<file path="config.mk">
export PLATFORM = sky130hd
export DESIGN_NAME = ddrca_ctl
export DESIGN_NICKNAME = d
export VERILOG_FILES = /design/src/logic/ddrca_pkg.sv /design/src/logic/ddrca_ctl.sv /design/src/logic/ddrca_parity.sv
export SDC_FILE = /design/constraint.sdc
export NUM_CORES = 1
export LEC_CHECK = 0
export CAP_MARGIN = 30
export CORE_ASPECT_RATIO = 0.6
export CORE_MARGIN = 3
export CORE_UTILIZATION = 45
export CTS_CLUSTER_DIAMETER = 50
export DETAILED_ROUTE_END_ITERATION = 8
export DONT_BUFFER_PORTS = 1
export SLEW_MARGIN = 20
export SYNTH_ARGS = -nofsm -noshare
export SYNTH_HDL_FRONTEND = slang
export SYNTH_SLANG_ARGS = --single-unit
export TNS_END_PERCENT = 5
</file>
<file path="constraint.sdc">
create_clock -name clk -period 2.31 [get_ports clk]
set_input_delay 0.693 -clock clk [delete_from_list [all_inputs] [get_ports clk]]
set_output_delay 0.693 -clock clk [all_outputs]
set_load 0.05 [all_outputs]
</file>
<file path="src/logic/ddrca_pkg.sv">
// Operation
// - ACT_n and CS_n low: RAS_n, CAS_n, WE_n carry row bits A16, A15, A14
// - ACT_n high with CS_n low: RAS_n, CAS_n, WE_n are command signals
// - Bank address picks the bank within the group for ACT, RD, WR, PRE
// - Bank address with bank group picks the mode register on MRS
// - Bank group picks the group; upper bit unused on x16 parts
// - Stacked 4H/8H x4/x8: stack inputs are chip ID selects; unused on x16
// - Dual-die package: stack inputs are second die CKE, CS and ODT
// - CKE stays high throughout every read and write access; the code checks the CKE pin, which can fall as the command is taken
// - Mask low discards a write beat; x16 has upper and lower masks
// - Parity covers ACT_n, address, bank, group, 3DS stack IDs only
package ddrca_pkg;
    localparam logic [7:0] CTRL_OFS = 8'h00;
    localparam logic [7:0] CMD_OFS = 8'h04;
    localparam logic [7:0] STAT_OFS = 8'h08;
    localparam logic [17:0] A_USED_MASK = 18'h3FFFF;
    localparam logic [1:0] DM_OFF = 2'h3;
    localparam int STAT_BUSY = 0;
    localparam int STAT_ALERT = 1;
    localparam int STAT_REFUSED = 2;
    localparam int STAT_ALERT_LVL = 3;
    localparam int PAR_W = 26;

    typedef struct packed {
        logic odt1;
        logic cke1;
        logic [1:0] dm_n;
        logic dm_en;
        logic s3ds;
        logic ddp;
        logic x16;
        logic par_en;
        logic odt;
        logic cke;
        logic rst_rel;
    } ddrca_ctrl_type;

    typedef struct packed {
        logic die1;
        logic act;
        logic [2:0] cid;
        logic [1:0] bg;
        logic [1:0] ba;
        logic [17:0] a;
    } ddrca_cmd_type;

    typedef struct packed {
        logic ck_t;
        logic ck_c;
        logic reset_n;
        logic cke;
        logic cs_n;
        logic act_n;
        logic [17:0] a;
        logic [1:0] ba;
        logic [1:0] bg;
        logic [2:0] c;
        logic odt;
        logic par;
        logic [1:0] dm_n;
    } ddrca_pins_type;

    typedef struct packed {
        logic [7:0] addr;
        logic [31:0] wdata;
        logic wr;
        logic rd;
    } ddrca_req_type;

    typedef enum logic [2:0] {
        ST_IDLE = 3'b001,
        ST_WAIT = 3'b010,
        ST_DRIVE = 3'b100
    } ddrca_st_type;

    localparam ddrca_ctrl_type CTRL_RST = '0;
    localparam ddrca_pins_type PINS_RST = '{
        ck_t: 1'b0, ck_c: 1'b1, reset_n: 1'b0, cke: 1'b0, cs_n: 1'b1,
        act_n: 1'b1, a: 18'h00000, ba: 2'h0, bg: 2'h0, c: 3'h0,
        odt: 1'b0, par: 1'b0, dm_n: 2'h3};
endpackage : ddrca_pkg

</file>
<file path="src/logic/ddrca_ctl.sv">
// Decided for this implementation: strobed register access and the address map.
`timescale 1ns/1ps
module ddrca_ctl (
    input wire logic clk,
    input wire logic arst_n,
    input wire ddrca_pkg::ddrca_req_type req,
    output logic [31:0] rdata,
    output ddrca_pkg::ddrca_pins_type pins,
    input wire logic alert_n
);
    typedef struct packed {
        ddrca_pkg::ddrca_st_type st;
        logic ph;
        ddrca_pkg::ddrca_pins_type pins;
        ddrca_pkg::ddrca_ctrl_type ctrl;
        ddrca_pkg::ddrca_cmd_type cmd;
        logic alert;
        logic refused;
        logic [31:0] rdata;
        logic al_s1;
        logic al_s2;
    } ddrca_state_type;

    localparam ddrca_state_type S_RST = '{
        st: ddrca_pkg::ST_IDLE, ph: 1'b0, pins: ddrca_pkg::PINS_RST,
        ctrl: ddrca_pkg::CTRL_RST, cmd: '0, alert: 1'b0,
        refused: 1'b0, rdata: 32'h00000000, al_s1: 1'b1, al_s2: 1'b1};

    ddrca_state_type s_r;
    ddrca_state_type s_nxt;

    logic c_act_n;
    logic [17:0] c_a;
    logic [1:0] c_bg;
    logic [2:0] c_id;
    logic [2:0] c_idle;
    logic [ddrca_pkg::PAR_W-1:0] par_vec;
    logic par_odd;
    logic is_rw;

    // Command pin images built from the pending command
    assign c_act_n = ~s_r.cmd.act;
    // All 18 address pins are used; A_USED_MASK clears none of them
    assign c_a = s_r.cmd.a & ddrca_pkg::A_USED_MASK;
    // Upper bank group bit forced low on x16
    assign c_bg = {s_r.cmd.bg[1] & ~s_r.ctrl.x16, s_r.cmd.bg[0]};
    // Stack pins: chip ID on 3DS, unused on x16
    assign c_id = (s_r.ctrl.s3ds && !s_r.ctrl.x16) ? s_r.cmd.cid : 3'h0;
    // Dual die: C0 is CKE1, C1 is CS1_n, C2 is ODT1
    assign c_idle = (s_r.ctrl.ddp && !s_r.ctrl.x16) ?
        {s_r.ctrl.odt1, 1'b1, s_r.ctrl.cke1} : 3'h0;
    // Covered set excludes CS_n, CKE and ODT
    assign par_vec = {c_act_n, c_a, s_r.cmd.ba, c_bg, c_id};
    // Read and write: ACT_n high, RAS_n high, CAS_n low
    assign is_rw = ~s_r.cmd.act & s_r.cmd.a[16] & ~s_r.cmd.a[15];

    ddrca_parity #(
        .W(ddrca_pkg::PAR_W)
    ) u_par (
        .bits(par_vec),
        .odd(par_odd)
    );

    always_comb begin
        ddrca_pkg::ddrca_cmd_type wcmd;
        wcmd = '0;
        s_nxt = s_r;
        s_nxt.ph = ~s_r.ph;
        s_nxt.pins.ck_t = ~s_r.ph;
        s_nxt.pins.ck_c = s_r.ph;
        s_nxt.al_s1 = alert_n;
        s_nxt.al_s2 = s_r.al_s1;
        s_nxt.rdata = 32'h00000000;
        if (req.rd) begin
            case (req.addr)
                ddrca_pkg::CTRL_OFS: begin
                    s_nxt.rdata = {20'h00000, s_r.ctrl};
                end
                ddrca_pkg::CMD_OFS: begin
                    s_nxt.rdata = {5'h00, s_r.cmd};
                end
                ddrca_pkg::STAT_OFS: begin
                    s_nxt.rdata[ddrca_pkg::STAT_BUSY] =
                        (s_r.st != ddrca_pkg::ST_IDLE);
                    s_nxt.rdata[ddrca_pkg::STAT_ALERT] = s_r.alert;
                    s_nxt.rdata[ddrca_pkg::STAT_REFUSED] = s_r.refused;
                    s_nxt.rdata[ddrca_pkg::STAT_ALERT_LVL] = ~s_r.al_s2;
                end
                default: begin
                    s_nxt.rdata = 32'h00000000;
                end
            endcase
        end
        if (req.wr) begin
            case (req.addr)
                ddrca_pkg::CTRL_OFS: begin
                    s_nxt.ctrl = req.wdata[11:0];
                end
                ddrca_pkg::CMD_OFS: begin
                    wcmd = req.wdata[26:0];
                    // Accesses need CKE high on the pins
                    if (s_r.st != ddrca_pkg::ST_IDLE ||
                        (!wcmd.act && wcmd.a[16] && !wcmd.a[15] &&
                         !s_r.pins.cke)) begin
                        s_nxt.refused = 1'b1;
                    end else begin
                        s_nxt.cmd = wcmd;
                        s_nxt.st = ddrca_pkg::ST_WAIT;
                    end
                end
                ddrca_pkg::STAT_OFS: begin
                    if (req.wdata[ddrca_pkg::STAT_ALERT]) begin
                        s_nxt.alert = 1'b0;
                    end
                    if (req.wdata[ddrca_pkg::STAT_REFUSED]) begin
                        s_nxt.refused = 1'b0;
                    end
                end
                default: begin
                end
            endcase
        end
        // Alert seen while parity is on; a new alert beats a clear
        if (!s_r.al_s2 && s_r.ctrl.par_en) begin
            s_nxt.alert = 1'b1;
        end
        // Pins move as ck_t falls, so the device samples on its rise
        if (s_r.ph) begin
            s_nxt.pins.reset_n = s_r.ctrl.rst_rel;
            s_nxt.pins.odt = s_r.ctrl.odt;
            s_nxt.pins.dm_n = s_r.ctrl.dm_en ?
                {s_r.ctrl.dm_n[1] | ~s_r.ctrl.x16, s_r.ctrl.dm_n[0]} :
                ddrca_pkg::DM_OFF;
            case (s_r.st)
                ddrca_pkg::ST_IDLE: begin
                    // CKE only moves between commands
                    s_nxt.pins.cke = s_r.ctrl.cke;
                    if (!(s_r.ctrl.s3ds && !s_r.ctrl.x16)) begin
                        s_nxt.pins.c = c_idle;
                    end
                end
                ddrca_pkg::ST_WAIT: begin
                    s_nxt.pins.act_n = c_act_n;
                    s_nxt.pins.a = c_a;
                    s_nxt.pins.ba = s_r.cmd.ba;
                    s_nxt.pins.bg = c_bg;
                    s_nxt.pins.par = s_r.ctrl.par_en & par_odd;
                    if (s_r.ctrl.ddp && !s_r.ctrl.x16 && s_r.cmd.die1) begin
                        s_nxt.pins.cs_n = 1'b1;
                        s_nxt.pins.c = {c_idle[2], 1'b0, c_idle[0]};
                    end else begin
                        s_nxt.pins.cs_n = 1'b0;
                        s_nxt.pins.c = (s_r.ctrl.s3ds && !s_r.ctrl.x16) ?
                            c_id : c_idle;
                    end
                    s_nxt.st = ddrca_pkg::ST_DRIVE;
                end
                ddrca_pkg::ST_DRIVE: begin
                    // Deselect after one clock so nothing repeats
                    s_nxt.pins.cs_n = 1'b1;
                    s_nxt.pins.par = 1'b0;
                    s_nxt.pins.c = (s_r.ctrl.s3ds && !s_r.ctrl.x16) ?
                        s_r.pins.c : c_idle;
                    s_nxt.st = ddrca_pkg::ST_IDLE;
                end
                default: begin
                    s_nxt.st = ddrca_pkg::ST_IDLE;
                end
            endcase
        end
    end

    always_ff @(posedge clk or negedge arst_n) begin
        if (!arst_n) begin
            s_r <= S_RST;
        end else begin
            s_r <= s_nxt;
        end
    end

    assign rdata = s_r.rdata;
    assign pins = s_r.pins;
endmodule : ddrca_ctl

</file>
<file path="src/logic/ddrca_parity.sv">
`timescale 1ns/1ps
module ddrca_parity #(
    parameter int W = 8
) (
    input wire logic [W-1:0] bits,
    output logic odd
);
    // Driving this as the parity bit makes the total even
    assign odd = ^bits;
endmodule : ddrca_parity

</file>
## Word level (Yosys, flattened, before mapping)

Index checks and enable logic that the tools add are counted.
W data, S select, Z words.

- Eq/ne operators: 9
- Muxes and demuxes: 25
- Bitwise gates (word level): 8
- Reduce and logical (&&, ||, !) cells: 30

Operators by type and width:

| cell | number |
|---|---|
| $pmux W23 S2 | 1 |
| $mux W32 | 1 |
| $mux W3 | 9 |
| $reduce_xor A26 Y1 | 1 |
| $pmux W3 S2 | 2 |
| $pmux W4 S3 | 1 |
| $reduce_bool A2 Y1 | 6 |
| $reduce_and A3 Y1 | 3 |
| $eq A8 B3 Y1 const B | 1 |
| $eq A8 B4 Y1 const B | 1 |
| $logic_not A8 Y1 | 1 |
| $reduce_and A2 Y1 | 4 |
| $logic_and A1 B1 Y1 | 7 |
| $mux W1 | 6 |
| $ne A2 B2 Y1 const B | 3 |
| $pmux W1 S2 | 3 |
| $logic_not A1 Y1 | 5 |
| $not A1 Y1 | 5 |
| $mux W2 | 2 |
| $reduce_and A4 Y1 | 1 |
| $eq A3 B1 Y1 const B | 1 |
| $eq A3 B2 Y1 const B | 1 |
| $eq A3 B3 Y1 const B | 1 |
| $ne A3 B1 Y1 const B | 1 |
| 4 further kinds | 5 |

- Register bits after elaboration: 113

## Longest topological paths before layout

Gate-level depths: netlist of run 1.

- Depth in word-level cells: 10
- Depth in mapped cells: 7

## By module

A second synthesis of run 1 with hierarchy kept.

- Cell total of the unflattened synthesis: 454
- Area total of the unflattened synthesis: 5,111.2 um2

Modules (own cells, without submodules):

| module | instances | cells each | area an instance (um2) |
|---|---|---|---|
| ddrca_ctl | 1 | 431 | 4,874.7 |
| ddrca_parity | 1 | 23 | 236.5 |

## Worst setup path before layout of run 1

Ideal clock, no wire load.

- Kind: input to register
- Start: input req[36] (netlist bit)
- End: register s_r, in the netlist c_a[10]
- Arrival time: 2.072 ns
- Required time: 2.185 ns
- Path slack: 0.113 ns
- Stages on the path: 6
- Cells stage by stage: clkbuf_1 -> nor2b_1 -> nand3_1 -> nor2_1 -> buf_2 -> mux2_2

- Longest elaborated chain between the ends: 2

RTL lines:

| what | line | RTL |
|---|---|---|
| from (decl) | ddrca_ctl.sv:6 | `input wire ddrca_pkg::ddrca_req_type req,` |
| $eq A8 B3 Y1 | ddrca_ctl.sv:95 | `case (req.addr)` |
| $reduce_and A3 Y1 (no source line) | n/a |  |
| to (signal assigned) | ddrca_ctl.sv:177 | `s_r <= s_nxt;` |
| to (decl) | ddrca_ctl.sv:29 | `ddrca_state_type s_r;` |

Every way passes these cells.
A chain may end at the register's enable or synchronous reset.

## Worst setup path in the final report of run 1

- Start: input req[39] (netlist bit)
- End: register s_r, in the netlist c_bg[0]

Same word-level chain as after synthesis.

==> impl_results.html, run 1 <==
<table>
<tr><th>Metric</th><th>Value</th></tr>
<tr><th colspan="2">Synthesis</th></tr>
<tr><td>Total number of yosys warnings</td><td>0</td></tr>
<tr><td>Number of instances in the synthesized netlist</td><td>approximately 430</td></tr>
<tr><td>Proportion of synthesized flip-flops having asynchronous set or reset</td><td>100%</td></tr>
<tr><td>Sequential element share of the synthesized area</td><td>55.3%</td></tr>
<tr><td>Number of unique standard cell types used by synthesis</td><td>39</td></tr>
<tr><td>Commonest register cell after synthesis</td><td>dfrtp_1</td></tr>
<tr><td>Syn_area_per_cell</td><td>11.4 um2</td></tr>
<tr><td>Library cell with the highest instance count after synthesis</td><td>dfrtp_1</td></tr>
<tr><td>Number of enable-type register cells in the synthesized netlist</td><td>0</td></tr>
<tr><td>Commonest cells post-synth</td><td>dfrtp_1, nand2_1, buf_4</td></tr>
<tr><td>Fraction of post-synthesis cell area in the top cell type by area</td><td>between 50% and 60%</td></tr>
<tr><td>Yosys reg bits</td><td>108</td></tr>
<tr><td>Cell taking the most area after synthesis</td><td>dfrtp_1</td></tr>
<tr><td>Main area contributors after synthesis</td><td>dfrtp_1, buf_4, mux2_2</td></tr>
<tr><td>Cell area after technology mapping</td><td>0.00490 mm2</td></tr>
<tr><th colspan="2">Clocking</th></tr>
<tr><td>CTS H-Tree Depth</td><td>3</td></tr>
<tr><td>Clock Latency Late Sink</td><td>0.34 ns</td></tr>
<tr><td>Clock root cell</td><td>clkbuf_16</td></tr>
<tr><td>Maximum root-to-sink buffer count</td><td>2</td></tr>
<tr><td>Number of clock sinks seen by CTS</td><td>108</td></tr>
<tr><td>TritonCTS clock tree</td><td>yes</td></tr>
<tr><td>Clock-pin slew of the registers on the worst-case setup and hold paths</td><td>0.07 ns</td></tr>
<tr><td>Number of buffers created by CTS</td><td>9</td></tr>
<tr><th colspan="2">Floorplanning</th></tr>
<tr><td>Die span in x</td><td>141 um</td></tr>
<tr><td>Top-Level Pins</td><td>112</td></tr>
<tr><td>Height of the chip</td><td>86.8 um</td></tr>
<tr><td>Core area</td><td>0.0102 mm2</td></tr>
<tr><td>Row cnt</td><td>28</td></tr>
<tr><td>Initial standard-cell utilization of the core</td><td>47.9%</td></tr>
<tr><td>Full die area</td><td>0.0122 mm2</td></tr>
<tr><th colspan="2">GRT</th></tr>
<tr><td>Vias in the first global route</td><td>2,847</td></tr>
<tr><td>Maximum number of pins on one net before global-route repair</td><td>109</td></tr>
<tr><td>Aggregate global routing overflow</td><td>0</td></tr>
<tr><td>Initial antenna violation count</td><td>0</td></tr>
<tr><td>Wire length of the first global-routing pass</td><td>16.2 mm</td></tr>
<tr><td>Global-route total usage across every layer</td><td>17.8%</td></tr>
<tr><th colspan="2">Routing</th></tr>
<tr><td>Via count</td><td>between 2,000 and 3,000</td></tr>
<tr><td>First-pass iteration count of the detailed router</td><td>4</td></tr>
<tr><td>Total length of routed wires</td><td>just over 10 mm</td></tr>
<tr><td>Residual DRC</td><td>0</td></tr>
<tr><td>Violation count after the first detailed-route iteration</td><td>216</td></tr>
<tr><td>Routed Antenna Nets</td><td>0</td></tr>
<tr><td>Via density per instance</td><td>just over 5</td></tr>
<tr><td>WL/cell</td><td>19.6 um</td></tr>
<tr><th colspan="2">Cells and area</th></tr>
<tr><td>Count of filler cells inserted in the layout</td><td>920</td></tr>
<tr><td>Count of inserted antenna diode cells</td><td>0</td></tr>
<tr><td>Fraction of final layout cells with drive strength greater than 1</td><td>23.3%</td></tr>
<tr><td>Area Overhead vs Synth</td><td>1.35%</td></tr>
<tr><td>Layout net count</td><td>426</td></tr>
<tr><td>Fraction of the core area covered by cells at the end of the flow</td><td>48.6%</td></tr>
<tr><th colspan="2">Setup path</th></tr>
<tr><td>Critical path endpoint category</td><td>flop</td></tr>
<tr><td>Cell-by-cell trace of the critical path</td><td>nor4_1, nand3_1, nor2_4, buf_16, mux2_2</td></tr>
<tr><td>Critical path peak fanout</td><td>19</td></tr>
<tr><td>Type of the setup path with the least slack</td><td>in -&gt; reg</td></tr>
<tr><td>Family with the most delay on the worst path</td><td>simple AND/OR/NAND/NOR gates</td></tr>
<tr><td>Data required time at the worst endpoint</td><td>2.54 ns</td></tr>
<tr><td>Critical Path Max Stage Delay</td><td>about 0.43 ns</td></tr>
<tr><td>Sort of element at the start of the critical path</td><td>primary input</td></tr>
<tr><td>Crit path arrival time</td><td>between 2 and 2.5 ns</td></tr>
<tr><td>Worst-path cell with the longest stage delay</td><td>nor2_4</td></tr>
<tr><td>Number of buffer and inverter stages on the critical path</td><td>1</td></tr>
<tr><th colspan="2">Worst hold path</th></tr>
<tr><td>Worst hold path type</td><td>in -&gt; async</td></tr>
<tr><th colspan="2">STA</th></tr>
<tr><td>Hold Slack</td><td>0.0422 ns</td></tr>
<tr><td>Slew at the pin closest to its max-slew limit</td><td>approximately 0.55 ns</td></tr>
<tr><td>Ratio of final minimum period to clock period</td><td>87.8%</td></tr>
<tr><td>Maximum achievable frequency</td><td>493 MHz</td></tr>
<tr><td>RSZ-0062 raised after global routing</td><td>false</td></tr>
<tr><td>Post-layout min period</td><td>slightly above 2 ns</td></tr>
<tr><td>Final-report max-slew violation count</td><td>0</td></tr>
<tr><td>Number of hold-slack violations in the final timing report</td><td>0</td></tr>
<tr><td>Clock tree skew after final layout</td><td>0.00722 ns</td></tr>
<tr><td>Max transition margin</td><td>63.3%</td></tr>
<tr><td>Number of endpoints failing setup at the final stage</td><td>0</td></tr>
<tr><th colspan="2">Power and ir drop</th></tr>
<tr><td>PD cells</td><td>737 mW/mm2</td></tr>
<tr><td>Maximum resistive drop on vdd</td><td>0.000391 V</td></tr>
<tr><td>P_leak</td><td>2.49 nW</td></tr>
<tr><th colspan="2">Run status</th></tr>
<tr><td>Status</td><td>finished clean</td></tr>
<tr><th colspan="2">Placed design</th></tr>
<tr><td>HPWL after detailed placement</td><td>7.14 mm</td></tr>
<tr><td>Number of buffers inserted by port buffering</td><td>0</td></tr>
<tr><td>Gp weighted congestion</td><td>0.830</td></tr>
<tr><th colspan="2">Run</th></tr>
<tr><td>Maxcap violations</td><td>0</td></tr>
</table>
logic make-up (layout without fill, tap and decap cells):
family | Yosys count | count (layout) | synth area share (%)
AOI/OAI and AO/OA | 34 | 34 | 4.62
DFF | 108 | 108 | 55.3
and+or+nand+nor | 126 | 126 | 11.6
muxes | 48 | 48 | 10.9
xor gates and xnor gates | 24 | 24 | 5.16
buffers and inverters | 90 | 41 | 12.3
other | 1 | 5 | 0.0765
final timing paths:
path | start | endpoint | slack [ns] | depth (start not counted)
setup / recovery | req[39] | c_bg[0] | 0.28 | 5
hold / removal | arst_n | pins[14] | 0.04 | 0
setup reg to reg | s_r[111] | c_bg[0] | 0.33 | 5
hold reg to reg | s_nxt[0] | s_r[0] | 0.35 | 0
max in group asynchronous | arst_n | pins[30] | 2.05 | 0
min in group clk | alert_n | s_nxt[0] | 0.34 | 0
flip-flops by register name, indices dropped and copies added (netlist names):
name,count
pins,35
par_vec,2
rdata,27
c_a,18
s_r,24
s_nxt,1
c_bg,1
per-layer routing:
metal	track usage, %	share of wire (%)	vias up
li1	-	-	1238
met1	24.6	47	1302
met2	26.0	43	94
met3	7.39	8.9	11
met4	5.01	1.3	0
met5	0	0	-
worst reg2reg max path, stage by stage (launching register included):
cell	delay, ns
dfstp_2	0.53
nor3b_2	0.19
nand3_1	0.17
nor2_4	0.39
buf_16	0.23
mux2_2	0.36
placed cells by master (no fill, tap or decap), drive strengths merged, types with 3 or more instances in the layout:
cell	instances
dfrtp	100
nand2	78
mux2	44
xnor2	16
buf	16
and2	15
nor2	14
clkbuf	12
o21ai	11
inv	9
a22o	8
dfstp	8
a21oi	7
nand3	6
xor2	5
conb	5
mux2i	4
nor3b	3
per-stage QoR:
stage / setup slack [ns] / area, um2 / total power (W) / std cells / setup TNS (ns)
3_3_place_gp: -0.280 / 4660 / 0.00228 / 504 / -7.27
4_1_cts: 0.0715 / 4940 / 0.00372 / 520 / 0
5_1_grt: 0.165 / 4970 / 0.00382 / 521 / 0
6_report: 0.283 / 4970 / 0.00366 / 521 / 0
2_1_floorplan: 0.113 / 4920 / 0.00225 / 435 / 0
3_5_place_dp: -0.311 / 4660 / 0.00229 / 504 / -7.91
report_power, final:
| group | internal [W] | total [W] | switching (W) | leakage [nW] |
|---|---|---|---|---|
| registers | 0.00194 | 0.00201 | 0.0000728 | 1.45 |
| clock network | 0.000758 | 0.00141 | 0.000650 | 0.129 |
| logic | 0.000129 | 0.000241 | 0.000112 | 0.909 |
cell type report:
type	instances	area, um2	share of cell area [%]
flip-flops and latches	108	2710	54.6
multi-input cells	237	1620	32.5
clock buffers	12	246	4.96
well taps	135	169	3.40
repair buffers	16	165	3.32
inverters	9	33.8	0.680
clock inverters	4	25.0	0.504
repair_timing:
| action | in CTS | in global routing |
|---|---|---|
| buffers inserted | 0 | 0 |
| hold buffers | 0 | 0 |
| endpoints found under the setup margin | 3 | 0 |
| gates resized for setup | 1 | 0 |
No activity file was read; power rests on OpenSTA's default activity.
==> inputs of run 2 (changes only) <==
--- a/config.mk
+++ b/config.mk
@@ -15,5 +15,6 @@
 export SLEW_MARGIN = 20
 export SYNTH_ARGS = -nofsm -noshare
 export SYNTH_HDL_FRONTEND = slang
+export SYNTH_HIERARCHICAL = 1
 export SYNTH_SLANG_ARGS = --single-unit
 export TNS_END_PERCENT = 5
==> constraint.sdc (replaced) <==
create_clock -name clk -period 2.4 [get_ports clk]
set_input_delay 0.72 -clock clk [delete_from_list [all_inputs] [get_ports clk]]
set_output_delay 0.72 -clock clk [all_outputs]
set_load 0.05 [all_outputs]
==> impl_results.html, run 2 <==
<table>
<tr><th>Metric</th><th>Value</th></tr>
<tr><th colspan="2">Cells and area</th></tr>
<tr><td>Layout net count</td><td>447 (+4.9%)</td></tr>
<tr><td>Area of the multi-input gates</td><td>0.00178 mm2 (+10%)</td></tr>
<tr><td>Most common library cell in the layout ignoring fill and taps</td><td>dfrtp_1</td></tr>
<tr><td>Count of filler cells inserted in the layout</td><td>970 (+5.4%)</td></tr>
<tr><td>Area used by sequential logic in the layout</td><td>0.00271 mm2 (unchanged)</td></tr>
<tr><td>Highest-count cells in the layout ignoring fill and taps</td><td>dfrtp_1, nand2_1, mux2_2</td></tr>
<tr><td>Flip-flop count of the largest register, all copies and words added</td><td>35 (unchanged)</td></tr>
<tr><td>Fraction of final layout cells with drive strength greater than 1</td><td>21.4% (-1.9 points)</td></tr>
<tr><td>Count of inserted antenna diode cells</td><td>0 (unchanged)</td></tr>
<tr><td>Area Overhead vs Synth</td><td>0.857%</td></tr>
<tr><th colspan="2">Synthesis</th></tr>
<tr><td>Main area contributors after synthesis</td><td>dfrtp_1, buf_4, mux2_2</td></tr>
<tr><td>Fraction of post-synthesis cell area in the top cell type by area</td><td>49.0% (-2.1 points)</td></tr>
<tr><td>Library cell with the highest instance count after synthesis</td><td>dfrtp_1</td></tr>
<tr><td>Number of instances in the synthesized netlist</td><td>454 (+5.3%)</td></tr>
<tr><td>Cell area after technology mapping</td><td>0.00511 mm2 (+4.3%)</td></tr>
<tr><td>Cell taking the most area after synthesis</td><td>dfrtp_1</td></tr>
<tr><td>Yosys reg bits</td><td>108 (unchanged)</td></tr>
<tr><td>Sequential element share of the synthesized area</td><td>53.1% (-2.3 points)</td></tr>
<tr><td>Commonest cells post-synth</td><td>dfrtp_1, nand2_1, buf_4</td></tr>
<tr><td>Total number of yosys warnings</td><td>6 (+6)</td></tr>
<tr><td>Syn_area_per_cell</td><td>11.3 um2 (-1.0%)</td></tr>
<tr><td>Number of unique standard cell types used by synthesis</td><td>46 (+18%)</td></tr>
<tr><td>Number of enable-type register cells in the synthesized netlist</td><td>0 (unchanged)</td></tr>
<tr><td>Proportion of synthesized flip-flops having asynchronous set or reset</td><td>100% (unchanged)</td></tr>
<tr><td>Commonest register cell after synthesis</td><td>dfrtp_1</td></tr>
<tr><th colspan="2">Setup path</th></tr>
<tr><td>Most used cell along the critical path</td><td>xnor2_2</td></tr>
<tr><td>Family with the most delay on the worst path</td><td>XOR/XNOR gates</td></tr>
<tr><td>Sort of element at the start of the critical path</td><td>flop</td></tr>
<tr><td>Cell-by-cell trace of the critical path</td><td>nor2b_1, and2_1, xnor2_1, xnor2_2, xnor2_2, xnor3_1, a41oi_1, o22ai_1</td></tr>
<tr><td>Crit path arrival time</td><td>2.35 ns (+0.09 ns)</td></tr>
<tr><td>Data required time at the worst endpoint</td><td>2.61 ns (+0.07 ns)</td></tr>
<tr><td>Worst-path cell with the longest stage delay</td><td>dfrtp_1</td></tr>
<tr><td>Type of the setup path with the least slack</td><td>reg -&gt; reg</td></tr>
<tr><td>Number of buffer and inverter stages on the critical path</td><td>0 (-1)</td></tr>
<tr><td>Critical path endpoint category</td><td>flop</td></tr>
<tr><td>Critical Path Max Stage Delay</td><td>0.38 ns (-0.05 ns)</td></tr>
<tr><td>Critical path peak fanout</td><td>3 (-16)</td></tr>
<tr><th colspan="2">Placed design</th></tr>
<tr><td>HPWL after detailed placement</td><td>7.61 mm (+6.5%)</td></tr>
<tr><td>Number of buffers inserted by port buffering</td><td>0 (unchanged)</td></tr>
<tr><td>Worst slack, placed</td><td>0.144 ns (+0.456 ns)</td></tr>
<tr><td>Gp weighted congestion</td><td>0.813 (-2.0%)</td></tr>
<tr><th colspan="2">Floorplanning</th></tr>
<tr><td>Top-Level Pins</td><td>112 (unchanged)</td></tr>
<tr><td>Height of the chip</td><td>88.6 um (+2.0%)</td></tr>
<tr><td>Initial standard-cell utilization of the core</td><td>47.3% (-0.65 points)</td></tr>
<tr><td>Row cnt</td><td>29 (+3.6%)</td></tr>
<tr><td>Die span in x</td><td>144 um (+2.0%)</td></tr>
<tr><td>Core area</td><td>0.0108 mm2 (+5.7%)</td></tr>
<tr><td>Full die area</td><td>0.0127 mm2 (+4.0%)</td></tr>
<tr><th colspan="2">Power and ir drop</th></tr>
<tr><td>P_leak</td><td>2.56 nW (+2.9%)</td></tr>
<tr><td>Maximum resistive drop on vdd</td><td>0.000334 V (-15%)</td></tr>
<tr><td>PD cells</td><td>711 mW/mm2 (-3.6%)</td></tr>
<tr><th colspan="2">STA</th></tr>
<tr><td>Number of hold-slack violations in the final timing report</td><td>0 (unchanged)</td></tr>
<tr><td>Final worst-path setup slack</td><td>0.253 ns (-0.0295 ns)</td></tr>
<tr><td>Post-layout min period</td><td>2.15 ns</td></tr>
<tr><td>Slew at the pin closest to its max-slew limit</td><td>0.534 ns (-0.0170 ns)</td></tr>
<tr><td>Ratio of final minimum period to clock period</td><td>89.5%</td></tr>
<tr><td>Setup TNS</td><td>0 ns (unchanged)</td></tr>
<tr><td>Clock tree skew after final layout</td><td>0.00523 ns (-0.00200 ns)</td></tr>
<tr><td>Number of endpoints failing setup at the final stage</td><td>0 (unchanged)</td></tr>
<tr><td>Max transition margin</td><td>64.4% (+1.1 points)</td></tr>
<tr><td>Final-report max-slew violation count</td><td>0 (unchanged)</td></tr>
<tr><td>Maximum achievable frequency</td><td>466 MHz</td></tr>
<tr><td>RSZ-0062 raised after global routing</td><td>false</td></tr>
<tr><th colspan="2">Clocking</th></tr>
<tr><td>CTS hold repair buffers</td><td>0 (unchanged)</td></tr>
<tr><td>Clock Latency Late Sink</td><td>0.34 ns (about the same)</td></tr>
<tr><td>Clock-pin slew of the registers on the worst-case setup and hold paths</td><td>0.07 ns (about the same)</td></tr>
<tr><td>Maximum root-to-sink buffer count</td><td>2 (unchanged)</td></tr>
<tr><td>TritonCTS clock tree</td><td>yes</td></tr>
<tr><td>Number of buffers created by CTS</td><td>9 (unchanged)</td></tr>
<tr><td>CTS H-Tree Depth</td><td>3 (unchanged)</td></tr>
<tr><td>Number of clock sinks seen by CTS</td><td>108 (unchanged)</td></tr>
<tr><td>Clock root cell</td><td>clkbuf_16</td></tr>
<tr><th colspan="2">GRT</th></tr>
<tr><td>Aggregate global routing overflow</td><td>0 (unchanged)</td></tr>
<tr><td>Maximum number of pins on one net before global-route repair</td><td>109 (unchanged)</td></tr>
<tr><td>Initial antenna violation count</td><td>0 (unchanged)</td></tr>
<tr><td>Global-route total usage across every layer</td><td>17.3% (-0.54 points)</td></tr>
<tr><td>Vias in the first global route</td><td>2,867 (+0.70%)</td></tr>
<tr><td>Wire length of the first global-routing pass</td><td>16.3 mm (+0.64%)</td></tr>
<tr><th colspan="2">Run</th></tr>
<tr><td>Maxcap violations</td><td>0 (unchanged)</td></tr>
<tr><th colspan="2">Run status</th></tr>
<tr><td>Status</td><td>finished clean</td></tr>
<tr><th colspan="2">Routing</th></tr>
<tr><td>Via count</td><td>2,781 (+5.1%)</td></tr>
<tr><td>Violation count after the first detailed-route iteration</td><td>186 (-14%)</td></tr>
<tr><td>WL/cell</td><td>19.1 um (-2.7%)</td></tr>
<tr><td>Routed Antenna Nets</td><td>0 (unchanged)</td></tr>
<tr><td>Residual DRC</td><td>0 (unchanged)</td></tr>
<tr><td>First-pass iteration count of the detailed router</td><td>4 (unchanged)</td></tr>
<tr><td>Total length of routed wires</td><td>10.4 mm (+2.0%)</td></tr>
<tr><td>Via density per instance</td><td>5.09 (+0.33%)</td></tr>
<tr><th colspan="2">Worst hold path</th></tr>
<tr><td>Worst hold path type</td><td>in -&gt; async</td></tr>
</table>
run 2: logic make-up after synthesis:
group | count (synthesis) | share of synthesized area [%]
flops | 108 | 53.1
mux | 53 | 11.9
xor+xnor | 24 | 4.80
compound gates | 31 | 3.92
other cells | 1 | 0.0734
buf+inv | 94 | 12.9
simple gates | 143 | 13.4
run 2: where the power goes:
part	internal, W	switching (W)
registers	0.00186	0.0000674
logic	0.000132	0.000115
clock network	0.000858	0.000628
total	0.00285	0.000811
run 2: worst paths after layout:
check	startpoint	to	slack [ns]	cells after the start
setup / recovery	s_r[67]	pins[2]	0.25	8
hold / removal	arst_n	pins[19]	0.07	0
setup reg to reg	s_r[67]	pins[2]	0.25	8
hold reg to reg	s_nxt[0]	s_r[0]	0.36	0
max in group asynchronous	arst_n	pins[33]	2.07	0
min in group clk	s_nxt[0]	s_r[0]	0.36	0
run 2: layer usage:
layer | vias to the layer above | share of wire, % | track usage, %
li1 | 1308 | - | -
met1 | 1383 | 49 | 24.5
met2 | 80 | 42 | 24.7
met3 | 10 | 8.2 | 7.13
met4 | 0 | 0.99 | 4.27
met5 | - | 0 | 0
run 2: layout make-up:
class	instances	share of cell area (%)
inverter	11	0.801
sequential	108	52.6
timing repair buffer	16	2.82
tap	139	3.37
multi-input combinational	256	34.5
clock inverter	5	0.971
clock buffer	11	4.90
run 2: metrics by stage:
step           total power, W  util [%]  std cells  hold WS [ns]  area [um2]
2_1_floorplan         0.00217         -        458         0.345        5130
4_1_cts               0.00371      47.6        546        0.0524        5150
3_3_place_gp          0.00221      44.8        530         0.348        4840
6_report              0.00367      47.7        546        0.0702        5150
3_5_place_dp          0.00221      44.8        530         0.348        4840
5_1_grt               0.00383      47.7        546        0.0458        5150
run 2: worst register-to-register path: stages, from the launching register on:
cell and delay (ns):
dfrtp_1 0.38, nor2b_1 0.23, and2_1 0.18, xnor2_1 0.09, xnor2_2 0.26, xnor2_2 0.15
xnor3_1 0.36, a41oi_1 0.24, o22ai_1 0.11
run 2: what timing repair did:
action,4_1_cts,5_1_grt
setup buffers,0,0
endpoints found under the setup margin,0,1
resized for setup,0,1
